**config.mk**
```make
export PLATFORM = sky130hd
export DESIGN_NAME = ahid_regs
export DESIGN_NICKNAME = d
export VERILOG_FILES = /design/src/design/ahid_pkg.sv /design/src/design/ahid_regs.sv
export SDC_FILE = /design/constraint.sdc
export NUM_CORES = 1
export LEC_CHECK = 0
export BUFFER_PORTS_ARGS = -buffer_cell sky130_fd_sc_hd__buf_2
export CORE_MARGIN = 2
export CORE_UTILIZATION = 50
export CTS_CLUSTER_DIAMETER = 80
export DETAILED_ROUTE_END_ITERATION = 10
export PLACE_DENSITY = 0.8
export SLEW_MARGIN = 20
export SYNTH_ARGS = -nofsm -noshare
export SYNTH_HDL_FRONTEND = slang
export SYNTH_SLANG_ARGS = --single-unit
```
**constraint.sdc**
```tcl
create_clock -name ref_clk -period 1.9 [get_ports ref_clk]
set_input_delay 0.19 -clock ref_clk [delete_from_list [all_inputs] [get_ports ref_clk]]
set_output_delay 0.19 -clock ref_clk [all_outputs]
set_load 0.02 [all_outputs]
```
**src/design/ahid_pkg.sv**
```systemverilog
package ahid_pkg;

  // register bus geometry
  localparam int ADDR_W = 4;
  localparam int DATA_W = 16;

  // register offsets (word index on the plain port)
  localparam logic [3:0] OFF_SLOT12 = 4'h0;
  localparam logic [3:0] OFF_SLOT345 = 4'h1;
  localparam logic [3:0] OFF_POWER = 4'h2;
  localparam logic [3:0] OFF_STATUS = 4'h3;

  // reset values
  localparam logic [15:0] RST_ID = 16'h0000;
  localparam logic [15:0] RST_RDATA = 16'h0000;

  // slot345 accessory layout
  localparam int ACC_SLOT3_LSB = 8;
  localparam int ACC_PLC_BIT = 7;
  localparam int ACC_MEM_BIT = 6;
  localparam int ACC_FB_LSB = 4;
  localparam logic [3:0] ACC_LOW_FIXED = 4'h0;
  localparam logic [1:0] FB_NONE = 2'h0;
  localparam logic [1:0] FB_ACTIVE = 2'h1;
  localparam logic [1:0] FB_PASSIVE = 2'h2;

  // power hardware layout
  localparam int PWR_TOP_LSB = 13;
  localparam logic [2:0] PWR_TOP_FIXED = 3'h6;
  localparam int PWR_BRAKE_BIT = 12;
  localparam int PWR_DCSPEC_BIT = 11;
  localparam int PWR_CONV24_BIT = 10;
  localparam int PWR_RELAY_BIT = 9;
  localparam int PWR_RFI_BIT = 8;
  localparam int PWR_VOLT_LSB = 6;
  localparam int PWR_CUR_LSB = 0;
  localparam logic [1:0] VOLT_LOW = 2'h0;
  localparam logic [1:0] VOLT_MID = 2'h1;

  // status register layout
  localparam int STAT_DONE_BIT = 0;

  typedef enum logic [1:0] {
    AHID_ST_START = 2'b00,
    AHID_ST_HOLD = 2'b01
  } ahid_state_t;

  // accessory presence, as detected on the control module
  typedef struct packed {
    logic [7:0] slot1_code;
    logic [7:0] slot2_code;
    logic [7:0] slot3_code;
    logic plc_fitted;
    logic mem_fitted;
    logic [1:0] fieldbus_type;
  } ahid_accy_t;

  // power hardware presence
  typedef struct packed {
    logic brake_fitted;
    logic dc_special;
    logic conv24_fitted;
    logic relay_fitted;
    logic rfi_fitted;
    logic [1:0] volt_class;
    logic [5:0] current_code;
  } ahid_power_t;

  // register bus request
  typedef struct packed {
    logic [3:0] addr;
    logic [15:0] wdata;
    logic wr;
    logic rd;
  } ahid_bus_t;

endpackage

```
**src/design/ahid_regs.sv**
```systemverilog
// Chosen here: the strobed register port and the address map.
`timescale 1ns/1ps
module ahid_regs (
  // clock and reset
  input wire logic ref_clk,
  input wire logic reset_n,
  // presence detection
  input wire ahid_pkg::ahid_accy_t accy_in,
  input wire ahid_pkg::ahid_power_t power_in,
  // register port
  input wire ahid_pkg::ahid_bus_t bus_in,
  output logic [15:0] rdata
);

  ahid_pkg::ahid_state_t state_r, state_nxt;
  logic [15:0] slot12_r, slot12_nxt;
  logic [15:0] slot345_r, slot345_nxt;
  logic [15:0] power_r, power_nxt;
  logic [15:0] rdata_r, rdata_nxt;

  // only the two documented fieldbus kinds reach the register
  function automatic logic [1:0] fb_code(input logic [1:0] kind);
    if (kind == ahid_pkg::FB_ACTIVE || kind == ahid_pkg::FB_PASSIVE) begin
      fb_code = kind;
    end else begin
      fb_code = ahid_pkg::FB_NONE;
    end
  endfunction

  // capture logic: one sample after reset release, then frozen so that a
  // module plugged in while running cannot change what software sees
  always_comb begin
    state_nxt = state_r;
    slot12_nxt = slot12_r;
    slot345_nxt = slot345_r;
    power_nxt = power_r;
    case (state_r)
      ahid_pkg::AHID_ST_START: begin
        slot12_nxt = {accy_in.slot1_code, accy_in.slot2_code};
        slot345_nxt[15:ahid_pkg::ACC_SLOT3_LSB] = accy_in.slot3_code;
        slot345_nxt[ahid_pkg::ACC_PLC_BIT] = accy_in.plc_fitted;
        slot345_nxt[ahid_pkg::ACC_MEM_BIT] = accy_in.mem_fitted;
        slot345_nxt[ahid_pkg::ACC_FB_LSB +: 2] = fb_code(accy_in.fieldbus_type);
        slot345_nxt[3:0] = ahid_pkg::ACC_LOW_FIXED;
        power_nxt[15:ahid_pkg::PWR_TOP_LSB] = ahid_pkg::PWR_TOP_FIXED;
        power_nxt[ahid_pkg::PWR_BRAKE_BIT] = ~power_in.brake_fitted;
        power_nxt[ahid_pkg::PWR_DCSPEC_BIT] = power_in.dc_special;
        power_nxt[ahid_pkg::PWR_CONV24_BIT] = ~power_in.conv24_fitted;
        power_nxt[ahid_pkg::PWR_RELAY_BIT] = power_in.relay_fitted;
        power_nxt[ahid_pkg::PWR_RFI_BIT] = power_in.rfi_fitted;
        power_nxt[ahid_pkg::PWR_VOLT_LSB +: 2] = power_in.volt_class;
        power_nxt[ahid_pkg::PWR_CUR_LSB +: 6] = power_in.current_code;
        state_nxt = ahid_pkg::AHID_ST_HOLD;
      end
      ahid_pkg::AHID_ST_HOLD: begin
        state_nxt = ahid_pkg::AHID_ST_HOLD;
      end
      default: begin
        state_nxt = ahid_pkg::AHID_ST_START;
      end
    endcase
  end

  always_ff @(posedge ref_clk) begin
    if (!reset_n) begin
      state_r <= ahid_pkg::AHID_ST_START;
      slot12_r <= ahid_pkg::RST_ID;
      slot345_r <= ahid_pkg::RST_ID;
      power_r <= ahid_pkg::RST_ID;
    end else begin
      state_r <= state_nxt;
      slot12_r <= slot12_nxt;
      slot345_r <= slot345_nxt;
      power_r <= power_nxt;
    end
  end

  // read port: data stands only in the cycle after the strobe; writes have
  // no decode at all, every register here is read-only
  always_comb begin
    rdata_nxt = ahid_pkg::RST_RDATA;
    if (bus_in.rd) begin
      case (bus_in.addr)
        ahid_pkg::OFF_SLOT12: rdata_nxt = slot12_r;
        ahid_pkg::OFF_SLOT345: rdata_nxt = slot345_r;
        ahid_pkg::OFF_POWER: rdata_nxt = power_r;
        ahid_pkg::OFF_STATUS: begin
          rdata_nxt[ahid_pkg::STAT_DONE_BIT] = (state_r == ahid_pkg::AHID_ST_HOLD);
        end
        default: rdata_nxt = ahid_pkg::RST_RDATA;
      endcase
    end
  end

  always_ff @(posedge ref_clk) begin
    if (!reset_n) begin
      rdata_r <= ahid_pkg::RST_RDATA;
    end else begin
      rdata_r <= rdata_nxt;
    end
  end

  assign rdata = rdata_r;

  logic hold;
  assign hold = (state_r == ahid_pkg::AHID_ST_HOLD);

  // capture happens only on an edge that sees reset released; a start-state
  // edge still inside reset must not count as one
  logic capture_now;
  assign capture_now = reset_n && (state_r == ahid_pkg::AHID_ST_START);

  property p_slot12_capture;
    @(posedge ref_clk) disable iff (!reset_n)
    capture_now |=>
      slot12_r == {$past(accy_in.slot1_code), $past(accy_in.slot2_code)};
  endproperty
  a_slot12_capture: assert property (p_slot12_capture)
    else $error("slot12 register does not hold captured slot codes");

  property p_slot3_read;
    @(posedge ref_clk) disable iff (!reset_n)
    (hold && bus_in.rd && bus_in.addr == ahid_pkg::OFF_SLOT345) |=>
      rdata[15:8] == $past(slot345_r[15:8]) && rdata[3:0] == 4'h0;
  endproperty
  a_slot3_read: assert property (p_slot3_read)
    else $error("slot345 read returns wrong slot code");

  property p_plc_mem;
    @(posedge ref_clk) disable iff (!reset_n)
    (state_r == ahid_pkg::AHID_ST_START) ##1 hold[*3] |->
      slot345_r[7] == $past(accy_in.plc_fitted, 3) &&
      slot345_r[6] == $past(accy_in.mem_fitted, 3);
  endproperty
  a_plc_mem: assert property (p_plc_mem)
    else $error("controller or memory presence bit wrong");

  property p_fb_code;
    @(posedge ref_clk) disable iff (!reset_n)
    (capture_now && accy_in.fieldbus_type == 2'h3) |=>
      slot345_r[5:4] == 2'h0;
  endproperty
  a_fb_code: assert property (p_fb_code)
    else $error("undefined fieldbus kind reached register");

  property p_low_zero;
    @(posedge ref_clk) disable iff (!reset_n)
    slot345_r[3:0] == 4'h0;
  endproperty
  a_low_zero: assert property (p_low_zero)
    else $error("slot345 low nibble not zero");

  property p_write_ignored;
    @(posedge ref_clk) disable iff (!reset_n)
    (hold && bus_in.wr) |=> $stable(slot12_r) && $stable(slot345_r) && $stable(power_r);
  endproperty
  a_write_ignored: assert property (p_write_ignored)
    else $error("write changed a read-only register");

  property p_top_fixed;
    @(posedge ref_clk) disable iff (!reset_n)
    hold |-> power_r[15:13] == 3'h6;
  endproperty
  a_top_fixed: assert property (p_top_fixed)
    else $error("power bits 15:13 not 110");

  property p_inverted_bits;
    @(posedge ref_clk) disable iff (!reset_n)
    capture_now |=>
      power_r[12] != $past(power_in.brake_fitted) &&
      power_r[10] != $past(power_in.conv24_fitted);
  endproperty
  a_inverted_bits: assert property (p_inverted_bits)
    else $error("braking or converter bit has wrong sense");

  property p_direct_bits;
    @(posedge ref_clk) disable iff (!reset_n)
    capture_now |=>
      power_r[11] == $past(power_in.dc_special) &&
      power_r[9] == $past(power_in.relay_fitted) &&
      power_r[8] == $past(power_in.rfi_fitted);
  endproperty
  a_direct_bits: assert property (p_direct_bits)
    else $error("dc special, relay or filter bit wrong");

  property p_volt_cur;
    @(posedge ref_clk) disable iff (!reset_n)
    capture_now |=>
      power_r[7:0] == {$past(power_in.volt_class), $past(power_in.current_code)};
  endproperty
  a_volt_cur: assert property (p_volt_cur)
    else $error("voltage class or current code wrong");

  property p_hold_stable;
    @(posedge ref_clk) disable iff (!reset_n)
    hold |=> hold && $stable(power_r) && $stable(slot345_r) && $stable(slot12_r);
  endproperty
  a_hold_stable: assert property (p_hold_stable)
    else $error("captured values changed after start");

  property p_rd_only_next;
    @(posedge ref_clk) disable iff (!reset_n)
    !bus_in.rd |=> rdata == 16'h0000;
  endproperty
  a_rd_only_next: assert property (p_rd_only_next)
    else $error("read data present without a read");

  property p_capture_once;
    @(posedge ref_clk) disable iff (!reset_n)
    capture_now |=>
      hold;
  endproperty
  a_capture_once: assert property (p_capture_once)
    else $error("capture did not complete in one cycle");

  property p_reset_state;
    @(posedge ref_clk)
    !reset_n |=>
      !hold && rdata == ahid_pkg::RST_RDATA && slot12_r == ahid_pkg::RST_ID;
  endproperty
  a_reset_state: assert property (p_reset_state)
    else $error("reset did not restart the capture");

  property p_slot3_capture;
    @(posedge ref_clk) disable iff (!reset_n)
    capture_now |=>
      slot345_r[15:ahid_pkg::ACC_SLOT3_LSB] == $past(accy_in.slot3_code);
  endproperty
  a_slot3_capture: assert property (p_slot3_capture)
    else $error("slot 3 code not captured in high byte");

  property p_plc_bit;
    @(posedge ref_clk) disable iff (!reset_n)
    capture_now |=>
      slot345_r[ahid_pkg::ACC_PLC_BIT] == $past(accy_in.plc_fitted);
  endproperty
  a_plc_bit: assert property (p_plc_bit)
    else $error("controller presence bit wrong after capture");

  property p_mem_bit;
    @(posedge ref_clk) disable iff (!reset_n)
    capture_now |=>
      slot345_r[ahid_pkg::ACC_MEM_BIT] == $past(accy_in.mem_fitted);
  endproperty
  a_mem_bit: assert property (p_mem_bit)
    else $error("memory presence bit wrong after capture");

  property p_fb_active;
    @(posedge ref_clk) disable iff (!reset_n)
    capture_now && accy_in.fieldbus_type == ahid_pkg::FB_ACTIVE |=>
      slot345_r[ahid_pkg::ACC_FB_LSB +: 2] == ahid_pkg::FB_ACTIVE;
  endproperty
  a_fb_active: assert property (p_fb_active)
    else $error("active fieldbus module not coded 01");

  property p_fb_passive;
    @(posedge ref_clk) disable iff (!reset_n)
    capture_now && accy_in.fieldbus_type == ahid_pkg::FB_PASSIVE |=>
      slot345_r[ahid_pkg::ACC_FB_LSB +: 2] == ahid_pkg::FB_PASSIVE;
  endproperty
  a_fb_passive: assert property (p_fb_passive)
    else $error("passive fieldbus module not coded 10");

  property p_fb_none;
    @(posedge ref_clk) disable iff (!reset_n)
    capture_now && accy_in.fieldbus_type == ahid_pkg::FB_NONE |=>
      slot345_r[ahid_pkg::ACC_FB_LSB +: 2] == ahid_pkg::FB_NONE;
  endproperty
  a_fb_none: assert property (p_fb_none)
    else $error("absent fieldbus module not coded 00");

  property p_low_byte;
    @(posedge ref_clk) disable iff (!reset_n)
    capture_now && !accy_in.plc_fitted && !accy_in.mem_fitted &&
      accy_in.fieldbus_type == ahid_pkg::FB_NONE |=>
      slot345_r[7:0] == 8'h00;
  endproperty
  a_low_byte: assert property (p_low_byte)
    else $error("slot345 low byte set with no module fitted");

  property p_dcspec_bit;
    @(posedge ref_clk) disable iff (!reset_n)
    capture_now |=>
      power_r[ahid_pkg::PWR_DCSPEC_BIT] == $past(power_in.dc_special);
  endproperty
  a_dcspec_bit: assert property (p_dcspec_bit)
    else $error("special dc hardware bit wrong");

  property p_conv24_bit;
    @(posedge ref_clk) disable iff (!reset_n)
    capture_now |=>
      power_r[ahid_pkg::PWR_CONV24_BIT] == !$past(power_in.conv24_fitted);
  endproperty
  a_conv24_bit: assert property (p_conv24_bit)
    else $error("24 V converter bit has wrong sense");

  property p_rfi_bit;
    @(posedge ref_clk) disable iff (!reset_n)
    capture_now |=>
      power_r[ahid_pkg::PWR_RFI_BIT] == $past(power_in.rfi_fitted);
  endproperty
  a_rfi_bit: assert property (p_rfi_bit)
    else $error("suppression filter bit wrong");

  property p_volt_field;
    @(posedge ref_clk) disable iff (!reset_n)
    capture_now |=>
      power_r[ahid_pkg::PWR_VOLT_LSB +: 2] == $past(power_in.volt_class);
  endproperty
  a_volt_field: assert property (p_volt_field)
    else $error("voltage class field wrong");

  property p_current_field;
    @(posedge ref_clk) disable iff (!reset_n)
    capture_now |=>
      power_r[ahid_pkg::PWR_CUR_LSB +: 6] == $past(power_in.current_code);
  endproperty
  a_current_field: assert property (p_current_field)
    else $error("rated current code field wrong");

  property p_top_capture;
    @(posedge ref_clk) disable iff (!reset_n)
    capture_now |=>
      power_r[15:ahid_pkg::PWR_TOP_LSB] == ahid_pkg::PWR_TOP_FIXED;
  endproperty
  a_top_capture: assert property (p_top_capture)
    else $error("power top bits not 110 after capture");

  property p_slot12_read;
    @(posedge ref_clk) disable iff (!reset_n)
    hold && bus_in.rd && bus_in.addr == ahid_pkg::OFF_SLOT12 |=>
      rdata == $past(slot12_r);
  endproperty
  a_slot12_read: assert property (p_slot12_read)
    else $error("slot12 read returns wrong word");

  property p_power_read;
    @(posedge ref_clk) disable iff (!reset_n)
    hold && bus_in.rd && bus_in.addr == ahid_pkg::OFF_POWER |=>
      rdata == $past(power_r);
  endproperty
  a_power_read: assert property (p_power_read)
    else $error("power read returns wrong word");

  property p_status_read;
    @(posedge ref_clk) disable iff (!reset_n)
    bus_in.rd && bus_in.addr == ahid_pkg::OFF_STATUS |=>
      rdata == {15'h0000, $past(hold)};
  endproperty
  a_status_read: assert property (p_status_read)
    else $error("status read does not show capture state");

  property p_unmapped_read;
    @(posedge ref_clk) disable iff (!reset_n)
    bus_in.rd && bus_in.addr > ahid_pkg::OFF_STATUS |=>
      rdata == ahid_pkg::RST_RDATA;
  endproperty
  a_unmapped_read: assert property (p_unmapped_read)
    else $error("unmapped read returns nonzero data");

endmodule

```
* Word level (Yosys, flattened, before mapping) *
Index checks and enable logic that the tools add are counted.

operators by class
  equality and inequality tests = 6
  muxes and demuxes = 4
  bitwise operators = 2
  reductions and logical operators = 5

operator list
  operator                                       number
  one-hot mux 15 bit (3 select lines)            1
  == test 4 x 2 -> 1 bit, second input constant  2
  == test 2 x 1 -> 1 bit, second input constant  2
  == test 4 x 1 -> 1 bit, second input constant  1
  zero test 4 bit                                1
  one-hot mux 1 bit (3 select lines)             1
  == test 2 bit, second input constant           1
  zero test 2 bit                                1
  2-to-1 mux 2 bit                               1
  inverter 1 bit                                 2
  AND reduction 2 bit                            1
  OR reduction 2 bit                             1
  logical OR 1 bit                               1
  2-to-1 mux 1 bit                               1

word-level totals
  register bits after elaboration = 60
  logic and storage cells = 22

* Logic depth before layout (Yosys ltp) *
Gate-level depths: netlist of the first run.

  depth after elaboration = 3
  gate-level depth with buffers = 5
  depth with buffers taken out = 3

* Worst setup path after synthesis of the first run *
No wires, ideal clock.

  kind = reg2reg
  start point = register state_r[0]
  end point = register rdata_r[0], in the netlist rdata[0]
  setup time = 0.122 ns
  arrival time = 0.919 ns
  required time = 1.778 ns
  slack = 0.860 ns
  stages on the path, launching flop included = 5
  path buffers = 1
  path through = dfxtp_1 > buf_4 > mux2_4 > a22oi_1 > nor2_1

between the ends
  longest elaborated chain between the ends = 2

RTL lines
  item                                RTL line         RTL
  start: declaration                  ahid_regs.sv:15  ahid_pkg::ahid_state_t state_r, state_nxt;
  start signal: assignment            ahid_regs.sv:66  state_r <= ahid_pkg::AHID_ST_START;
  start signal: assignment            ahid_regs.sv:71  state_r <= state_nxt;
  == test 2 x 1 -> 1 bit              ahid_regs.sv:88  rdata_nxt[ahid_pkg::STAT_DONE_BIT] = (state_r == ahid_pkg::AHID_ST_HOLD);
  one-hot mux 1 bit (3 select lines)  ahid_regs.sv:83  case (bus_in.addr)
  end signal: assignment              ahid_regs.sv:97  rdata_r <= ahid_pkg::RST_RDATA;
  end signal: assignment              ahid_regs.sv:99  rdata_r <= rdata_nxt;
  end: declaration                    ahid_regs.sv:19  logic [15:0] rdata_r, rdata_nxt;

Every way passes these cells.
A chain may end at the register's enable or synchronous reset.

* Final worst setup path of the first run *
  start point = register state_r[0]
  end point = register slot345_r[5]

between the ends
  longest elaborated chain between the ends = 1

RTL lines
  item                    RTL line         RTL
  zero test 2 bit         ahid_regs.sv:37  case (state_r)
  end signal: assignment  ahid_regs.sv:68  slot345_r <= ahid_pkg::RST_ID;
  end signal: assignment  ahid_regs.sv:73  slot345_r <= slot345_nxt;
  end: declaration        ahid_regs.sv:17  logic [15:0] slot345_r, slot345_nxt;

Every way passes these cells.

==> results of run 1 <==
## power by group through the flow
stage | clock network, uW | registers (uW) | logic [uW]
floorplan | 0 | 1340 | 188
global placement | 0 | 1350 | 249
detailed placement | 0 | 1360 | 254
CTS | 1180 | 1330 | 255
global route | 1240 | 1340 | 278
finish | 1160 | 1330 | 252
## worst paths after layout
path	endpoint	depth (start not counted)	start	slack, ns
setup / recovery	slot345_r[5]	4	state_r[0]	0.50
hold / removal	slot12_r[12]	3	accy_in[24]	0.12
setup reg to reg	slot345_r[5]	4	state_r[0]	0.50
hold reg to reg	power_r[14]	2	power_r[14]	0.48
## registers in the layout, summed over array words and instances (netlist names)
register	flops
slot12_r	16
state_r	1
power_r	14
slot345_r	12
rdata	16
## cell usage after synthesis, types with 2 or more instances
library cell / instances / area [um^2]
dfxtp_1: 59 / 1180
mux2i_1: 52 / 521
nor2b_1: 39 / 244
nor2_1: 15 / 56.3
a2bb2oi_1: 11 / 96.3
buf_6: 5 / 56.3
clkbuf_1: 4 / 15.0
nor3_1: 4 / 20.0
buf_2: 3 / 15.0
a22oi_1: 2 / 15.0
and2_1: 2 / 12.5
buf_4: 2 / 15.0
nand2_1: 2 / 7.51
o21ai_0: 2 / 10.0
## logic make-up after synthesis
| kind of cell | Yosys count | share of synthesized area |
|---|---|---|
| and+or+nand+nor | 65 | 0.155 |
| DFF | 59 | 0.505 |
| muxes | 53 | 0.229 |
| AOI/OAI and AO/OA | 17 | 0.0573 |
| buffers and inverters | 16 | 0.0535 |
## metal layers
| metal | vias up | track usage | routed length [um] |
|---|---|---|---|
| met4 | 0 | 0.0864 | 27 |
| met3 | 4 | 0.0486 | 246 |
| met1 | 722 | 0.247 | 2190 |
| met5 | - | 0 | 0 |
| li1 | 840 | - | - |
| met2 | 42 | 0.245 | 1910 |
## cells in the final DEF (no fill, tap or decap), types with 2 or more instances in the layout
cell / instances
buf_2: 63
dfxtp_1: 58
mux2i_1: 52
nor2b_1: 39
nor2_1: 15
clkbuf_8: 12
a2bb2oi_1: 11
nor3_1: 4
clkbuf_1: 3
buf_4: 3
a22oi_1: 2
nand2_1: 2
o21ai_0: 2
and2_1: 2
## critical path, cell delays in order, from the launching register on
cell,delay (ns)
dfxtp_2,0.64
buf_4,0.34
nor2_1,0.08
a22oi_1,0.16
nor2b_1,0.06
## cell type report
type | instances | area [um^2] | area share
clock buffers | 15 | 176 | 0.0620
well taps | 52 | 65.1 | 0.0229
repair buffers | 67 | 358 | 0.126
inverters | 1 | 3.75 | 0.00132
flip-flops and latches | 59 | 1180 | 0.415
multi-input cells | 135 | 1030 | 0.362
clock inverters | 1 | 30.0 | 0.0105
## metrics by stage
stage | hold WS [ns] | total power [uW] | utilization | instances
after floorplan | 0.218 | 1530 | - | 210
after global placement | 0.441 | 1600 | 0.598 | 314
after detailed placement | 0.449 | 1610 | 0.598 | 314
after CTS | 0.110 | 2770 | 0.645 | 330
after global routing | 0.127 | 2850 | 0.645 | 330
final | 0.124 | 2740 | 0.645 | 330
==> results.md, run 1 <==
- Pin count of the biggest net entering global routing: 44
- Drt first pass iters: 4
- Critical path class: register to register
- Unrepaired setup endpoints after global routing: no
- CTS tree: yes
- Post-synthesis sequential area ratio: 0.505
- LEAKAGE: 0.00134 uW
- Setup TNS: 0 ns
- GPL Wtd Cong: 0.726
- Status: finished clean
- Std-Cell Rows: 24
- Gr usage total: 0.175
- DR WL/cell: 13.2 um
- Die footprint: 5240 um^2
- DP Wirelength: 2940 um
- Vias: 1608
- Root Buffer: clkbuf_8
- # resized after CTS: 0
- CP arrival: 1.60 ns
- Crit. End Element: register
- Die Y: 72.4 um
- Clock-pin slew on the worst setup and hold paths: 0.06 ns
- # clock sinks: 59
- Post-synth cell types: 22
- Number of global-route vias before repair: 1436
- Peak Freq: 716 MHz
- # fillers: 356
- Switching Share: 0.215
- H-Tree Depth: 3
- Layout cells sized above 1: 0.299
- Synth Area per Inst: 11.1 um^2
- Design area: 2850 um^2
- Int Power: 2150 uW
- Final wirelength: 4370 um
- DIE WIDTH: 72.4 um
- CTS buffer count: 9
- Number of synthesized flops with an enable pin: 0
- First-pass GRT wire length: 6890 um
- Final setup viols: 0
- Crit Path Max Fanout: 18
- Worst vdd rail ir drop: 0.560 mV
- MaxCap Viol Count: 0
- Longest Clk Path Bufs: 2
- Min-delay worst type: input pin to register
- Syn Inst Count: 210
- PnR worst setup slack: 0.503 ns
- Clock Latency Late Sink: 0.32 ns
- Post-CTS setup buffers: 0
- DR DRC count: 0
- Number of synthesis warnings: 0
- Pwr/cell area: 963 nW/um^2
- Routed Antenna Nets: 0
- Via-to-Cell Ratio: 4.87
- Total gr overflow: 0
- PortBufs: 63
- Seq pwr share: 0.485
- Ant. Diodes: 0
- Yosys reg bits: 59
- Starting Density: 0.529
- I/O pin count: 81
- Initial antenna violation count: 0
- Final nets: 338
- Comb pwr share: 0.092
- Async S/R FF share, synth: 0
- Final Skew: 0.00575 ns
- Critical Path RT: 2.11 ns
- Max-slew violation count: 0
- CP Launch Type: register
- Final Hold Viols: 0
- Least-Margin Pin Slew: 0.626 ns
- Headroom to the max-slew limit: 0.582
- Dpl cell area: 2640 um^2
- Synth Net Count: 275
- Fin crit period: 1.40 ns
- Sw Pwr: 590 uW
- Post-synth top flop: dfxtp_1
- Clock power share: 0.423
- Final period utilization: 0.735
- Synth Cell Area: 2340 um^2
- Starting DRT DRC Count: 83
- Hold_buf cts: 0
- Placeable core region: 4410 um^2
- Area delta synth->final: 21.8%
- Pre-CTS setup slack: 0.518 ns
Note: power is estimated with default switching activity, not from simulation.
==> run 2: changes to the inputs <==
--- a/config.mk
+++ b/config.mk
@@ -5,12 +5,13 @@
 export SDC_FILE = /design/constraint.sdc
 export NUM_CORES = 1
 export LEC_CHECK = 0
+export ABC_AREA = 1
 export BUFFER_PORTS_ARGS = -buffer_cell sky130_fd_sc_hd__buf_2
 export CORE_MARGIN = 2
-export CORE_UTILIZATION = 50
+export CORE_UTILIZATION = 49
 export CTS_CLUSTER_DIAMETER = 80
 export DETAILED_ROUTE_END_ITERATION = 10
-export PLACE_DENSITY = 0.8
+export PLACE_DENSITY = 0.79
 export SLEW_MARGIN = 20
 export SYNTH_ARGS = -nofsm -noshare
 export SYNTH_HDL_FRONTEND = slang
==> constraint.sdc (replaced) <==
create_clock -name ref_clk -period 1.3 [get_ports ref_clk]
set_input_delay 0.13 -clock ref_clk [delete_from_list [all_inputs] [get_ports ref_clk]]
set_output_delay 0.13 -clock ref_clk [all_outputs]
set_load 0.02 [all_outputs]
==> run 2 against run 1 <==
Against the previous run:
- clock skew shrank 0.0014 ns
- largest cell class unchanged
- critical endpoint is now rdata[0]
- total power up 37%
- design area fell by 0.79%
==> results.md, run 2 <==
- Status: finished clean
- Starting DRT DRC Count: 101
- Worst path slowest cell: dfxtp_1
- Die Y: 71.9 um
- Least-Margin Pin Slew: 0.318 ns
- Headroom to the max-slew limit: 0.788
- Gr usage total: 0.215
- Yosys top cell by area: dfxtp_1
- Sw Pwr: 894 uW
- Worst hold path startpoint: accy_in[18]
- Post-synth cell types: 15
- Cell breakdown of the critical path: buf_4, nand3_1, nand3_1, nand2_1, inv_1
- Area delta synth->final: 25.2%
- Starting Density: 0.515
- Crit path max-delay family: flip-flops
- Crit path buffers/inverters: 2
- Peak Freq: 1000 MHz
- Fin crit period: 0.998 ns
- Vias: 2074
- Pin count of the biggest net entering global routing: 44
- Syn Inst Count: 295
- Async S/R FF share, synth: 0
- Die footprint: 5160 um^2
- Most common cell in the netlist: nor2_1
- Drt first pass iters: 4
- Max-slew violation count: 0
- R2R Path Start: state_r[0]
- Root Buffer: clkbuf_8
- Critical Path RT: 1.58 ns
- Commonest non-fill, non-tap cell in the layout: nor2_1
- Area contributors post-synth: dfxtp_1 (52%), nor2_1 (13%), nand3_1 (12%), o21ai_0 (9.1%), inv_1 (2.5%)
- Clock power share: 0.383
- Synth Net Count: 360
- Via-to-Cell Ratio: 4.93
- Synth Cell Area: 2260 um^2
- DP Wirelength: 3580 um
- Post-synthesis sequential area ratio: 0.524
- # resized after CTS: 0
- Std-Cell Rows: 24
- Final wirelength: 4990 um
- Setup TNS: 0 ns
- Yosys reg bits: 59
- CTS tree: yes
- First-pass GRT wire length: 8430 um
- Post-synth top cells: nor2_1 (76), dfxtp_1 (59), nand3_1 (55)
- Clock-pin slew on the worst setup and hold paths: 0.06 ns
- Min-delay worst type: input pin to register
- Placeable core region: 4380 um^2
- Layout cells sized above 1: 0.257
- Commonest non-fill, non-tap cells in the layout: nor2_1 (76), buf_2 (63), dfxtp_1 (59), nand3_1 (55), o21ai_0 (41)
- Pwr/cell area: 1330 nW/um^2
- Final Skew: 0.00436 ns
- CTS buffer count: 9
- Worst vdd rail ir drop: 0.935 mV
- Longest Clk Path Bufs: 2
- Final Hold Viols: 0
- Final setup viols: 0
- Area fraction of the dominant cell type after synthesis: 0.524
- Int Power: 2850 uW
- MaxCap Viol Count: 0
- Cells after DPL: 403
- Final std cells w/o fill: 421
- Total gr overflow: 0
- Hold_buf cts: 2
- Final nets: 429
- Number of global-route vias before repair: 1971
- Unrepaired setup endpoints after global routing: no
- DIE WIDTH: 71.9 um
- Critical path class: register to register
- Number of synthesized flops with an enable pin: 0
- Comb pwr share: 0.095
- DR WL/cell: 11.8 um
- Ant. Diodes: 0
- Switching Share: 0.239
- Post-CTS setup buffers: 0
- GPL Wtd Cong: 0.795
- H-Tree Depth: 3
- Post-synth top flop: dfxtp_1
- Max incr delay on CP: 0.36 ns
- Clock Latency Late Sink: 0.33 ns
- Worst Setup SP: state_r[0]
- Initial antenna violation count: 0
- Crit. End Element: register
- Most used cell, CP: nand3_1
- # fillers: 397
- Storage cell area: 1180 um^2
- # clock sinks: 59
- CP arrival: 1.28 ns
- DR DRC count: 0
- Routed Antenna Nets: 0
- Crit Path Max Fanout: 27
- I/O pin count: 81
- LEAKAGE: 0.00142 uW
- Synth Area per Inst: 7.65 um^2
- Multi-input logic area: 896 um^2
- PortBufs: 63
- CP Launch Type: register
- Final period utilization: 0.768
- Seq pwr share: 0.522
- Number of synthesis warnings: 0
-- run 2: changes by cell type in the layout (fill, tap and decap cells not counted), moves of 4 or more --
cell | previous run | this run
nor3_1 | 4 | 0
a2bb2oi_1 | 11 | 0
nand3_1 | 1 | 55
nor2_1 | 15 | 76
mux2i_1 | 52 | 0
buf_4 | 3 | 12
nor2b_1 | 39 | 0
nand2_1 | 2 | 14
a21oi_1 | 1 | 7
inv_1 | 1 | 15
o21ai_0 | 2 | 41
nor2_2 | 0 | 4
-- run 2: worst reg2reg max path: cells and delay by family (launching register included) --
kind	cells	cell delay (ns)
flops	1	0.36
buf+inv	2	0.31
simple gates	3	0.27
-- run 2: path summary, 6_finish.rpt --
| path | slack (ns) | cells after the start | end |
|---|---|---|---|
| min reg2reg | 0.47 | 1 | power_r[14] |
| max reg2reg | 0.30 | 5 | rdata[0] |
| max | 0.30 | 5 | rdata[0] |
| min | 0.03 | 3 | slot12_r[6] |
-- run 2: power groups by stage --
| stage | Combinational [uW] | Sequential [uW] | Clock (uW) |
|---|---|---|---|
| final | 356 | 1960 | 1430 |
| after global routing | 409 | 1970 | 1560 |
| after CTS | 360 | 1950 | 1480 |
| after detailed placement | 354 | 1990 | 0 |
| after global placement | 346 | 1990 | 0 |
| after floorplan | 215 | 1990 | 0 |
-- run 2: per-layer routing --
layer,track usage,wire length (um)
met5,0,0
met4,0.0734,68
met3,0.0830,292
met2,0.376,2450
met1,0.240,2180
-- run 2: area by class of cell --
class                   count  area share
clock buffers              14      0.0576
clock inverters             2     0.00354
inverters                  17      0.0226
multi-input cells         199       0.317
flip-flops and latches     59       0.418
well taps                  52      0.0230
repair buffers             78       0.158
-- run 2: cell families after synthesis --
family,count (synthesis),share of synthesized area
AOI/OAI and AO/OA,50,0.114
DFF,59,0.524
and+or+nand+nor,149,0.283
buffers and inverters,37,0.0793
-- run 2: stage by stage --
step | power (uW) | setup WS, ns | hold WS [ns] | util | instance area [um^2]
floorplan | 2200 | 0.298 | 0.158 | - | 2260
global placement | 2340 | 0.322 | 0.316 | 0.600 | 2630
detailed placement | 2350 | 0.304 | 0.321 | 0.600 | 2630
CTS | 3790 | 0.292 | 0.0182 | 0.644 | 2820
global route | 3930 | 0.205 | 0.0320 | 0.644 | 2820
finish | 3740 | 0.302 | 0.0299 | 0.644 | 2820
==> run 3: changes to the inputs <==
--- a/config.mk
+++ b/config.mk
@@ -5,13 +5,13 @@
 export SDC_FILE = /design/constraint.sdc
 export NUM_CORES = 1
 export LEC_CHECK = 0
-export ABC_AREA = 1
+export ABC_AREA = 0
 export BUFFER_PORTS_ARGS = -buffer_cell sky130_fd_sc_hd__buf_2
 export CORE_MARGIN = 2
-export CORE_UTILIZATION = 49
+export CORE_UTILIZATION = 44
 export CTS_CLUSTER_DIAMETER = 80
 export DETAILED_ROUTE_END_ITERATION = 10
-export PLACE_DENSITY = 0.79
+export PLACE_DENSITY = 0.74
 export SLEW_MARGIN = 20
 export SYNTH_ARGS = -nofsm -noshare
 export SYNTH_HDL_FRONTEND = slang
==> constraint.sdc (replaced) <==
create_clock -name ref_clk -period 0.85 [get_ports ref_clk]
set_input_delay 0.085 -clock ref_clk [delete_from_list [all_inputs] [get_ports ref_clk]]
set_output_delay 0.085 -clock ref_clk [all_outputs]
set_load 0.02 [all_outputs]
==> run 3 against run 2 <==
Against the previous run:
- sequential power rose by 53%
- setup slack worse by 0.40 ns
- non-clock buffer count rose by 6
- the run now ends with negative setup slack left
- largest power group unchanged
- hold slack worse by 0.023 ns
==> results.md, run 3 (same netlist as run 1, synthesis figures left out) <==
- Switching Share: 0.235
- Worst vdd rail ir drop: 0.783 mV
- R2R Path Start: state_r[0]
- # clock sinks: 59
- Placeable core region: 5110 um^2
- Vias: 1691
- Unrepaired setup endpoints after global routing: yes
- Final wirelength: 4790 um
- MaxCap Viol Count: 0
- DP Wirelength: 3140 um
- Peak Freq: 1050 MHz
- Number of global-route vias before repair: 1662
- Int Power: 4320 uW
- Clock-pin slew on the worst setup and hold paths: 0.06 ns
- Via-to-Cell Ratio: 4.68
- Die footprint: 5910 um^2
- Final std cells w/o fill: 361
- Critical Path RT: 1.07 ns
- Initial antenna violation count: 0
- Status: finished with violations
- Drt first pass iters: 4
- Post-layout util: 0.633
- Final setup viols: 54
- Std-Cell Rows: 26
- Total gr overflow: 0
- Met2 Routed Length: 2030 um
- Starting Density: 0.458
- Failing checks: negative setup slack
- Gr usage total: 0.170
- CP endpoint: slot345_r[9]
- CP arrival: 1.17 ns
- Final Hold Viols: 0
- CTS buffer count: 9
- Starting DRT DRC Count: 86
- Reg-to-Reg End: slot345_r[9]
- Pin count of the biggest net entering global routing: 44
- CTS tree: yes
- Least-Margin Pin Slew: 0.333 ns
- FF-to-FF path depth: 3
- PnR worst setup slack: -0.100 ns
- Sw Pwr: 1330 uW
- Final Skew: 0.00536 ns
- Final period utilization: 1.12
- Setup TNS: -3.22 ns
- Seq pwr share: 0.528
- Worst Setup SP: state_r[0]
- Layout cells sized above 1: 0.471
- LEAKAGE: 0.00142 uW
- Comb pwr share: 0.128
- I/O pin count: 81
- H-Tree Depth: 3
- Metal3 WL: 203 um
- Cell breakdown of the critical path: buf_12, mux2i_1, nor2b_1
- Crit path buffers/inverters: 1
- Hold path cells: 3
- Routed Antenna Nets: 0
- Clock Latency Late Sink: 0.33 ns
- Root Buffer: clkbuf_8
- GPL Wtd Cong: 0.698
- DIE WIDTH: 76.9 um
- Cells after DPL: 337
- Crit. End Element: register
- M1 wire length: 2410 um
- DR DRC count: 0
- Crit Path Max Fanout: 19
- Commonest non-fill, non-tap cells in the layout: buf_2 (47), mux2i_1 (43), nor2b_1 (39), dfxtp_2 (31), dfxtp_1 (27)
- Pwr/cell area: 1750 nW/um^2
- Longest Clk Path Bufs: 2
- Area delta synth->final: 38.3%
- Die Y: 76.9 um
- Headroom to the max-slew limit: 0.778
- Final nets: 355
- Worst path slowest cell: dfxtp_4
- Total power draw: 5650 uW
- Critical path class: register to register
- CP Launch Type: register
- First-pass GRT wire length: 7830 um
- Commonest non-fill, non-tap cell in the layout: buf_2
- Crit path max-delay family: flip-flops
- Fin crit period: 0.950 ns
- Max layer used: met4
- DR WL/cell: 13.3 um
- WP depth: 3
- R2R Setup Slk: -0.10 ns
- Max-slew violation count: 0
- Max incr delay on CP: 0.40 ns
- Min-delay worst type: input pin to register
- Clock power share: 0.343
- PortBufs: 63
- Final hold slack: 0.00686 ns
- Ant. Diodes: 0
-- run 3: cell types whose count changed in the layout (fill, tap and decap cells not counted), moves of 7 or more --
cell,change
buf_2,-16
nand3_1,-54
mux2i_1,+43
mux2i_2,+7
nand2_1,-12
buf_6,+16
o21ai_0,-41
inv_1,-14
nor2_1,-61
dfxtp_2,+31
dfxtp_1,-32
nor2b_1,+39
-- run 3: worst min-delay path by stage --
stage / from / endpoint / slack [ns]
4_1_cts: power_in[2] / power_r[2] / 0.0001
2_1_floorplan: reset_n / state_r[0] / 0.11
6_report: power_in[5] / power_r[5] / 0.007
3_3_place_gp: accy_in[13] / slot12_r[1] / 0.34
5_1_grt: accy_in[17] / slot12_r[5] / 0.01
3_5_place_dp: accy_in[25] / slot12_r[13] / 0.34
-- run 3: power groups by stage --
stage / registers, uW / logic, uW / clock network (uW)
after CTS: 2970 / 663 / 1970
final: 2990 / 726 / 1940
after global routing: 3000 / 792 / 2090
after floorplan: 3000 / 423 / 0
after global placement: 3020 / 611 / 0
after detailed placement: 3030 / 621 / 0
-- run 3: per-stage QoR --
step,worst slack (ns),cell area [um^2]
finish,-0.100,3230
global route,-0.166,3230
CTS,-0.104,3100
detailed placement,-0.200,2750
global placement,-0.155,2750
floorplan,-0.150,2340
-- run 3: area by class of cell --
class / count / area, um^2
fillers: 426 / 1870
clock inverters: 1 / 5.00
multi-input cells: 135 / 1130
repair buffers: 84 / 653
well taps: 70 / 87.6
inverters: 1 / 3.75
flip-flops and latches: 59 / 1220
clock buffers: 11 / 131
-- run 3: what timing repair did --
| action | 4_1_cts | 5_1_grt |
|---|---|---|
| gates resized for setup | 53 | 32 |
| buffers inserted | 1 | 4 |
| setup endpoints to repair | 60 | 68 |
| hold buffers | 7 | 0 |
| pin swaps | 0 | 2 |
| endpoints found under the hold margin | 7 | 0 |
-- run 3: per-layer routing --
metal / up-vias / GRT usage
li1: 873 / -
met1: 753 / 0.225
met2: 50 / 0.253
met3: 15 / 0.0282
met4: 0 / 0.120
met5: - / 0
-- run 3: worst register-to-register path: cells and delay by family (launching register included) --
kind / cells / cell delay, ns
buffers and inverters: 1 / 0.18
flip-flops: 1 / 0.40
multiplexers: 1 / 0.20
AND/OR/NAND/NOR: 1 / 0.06
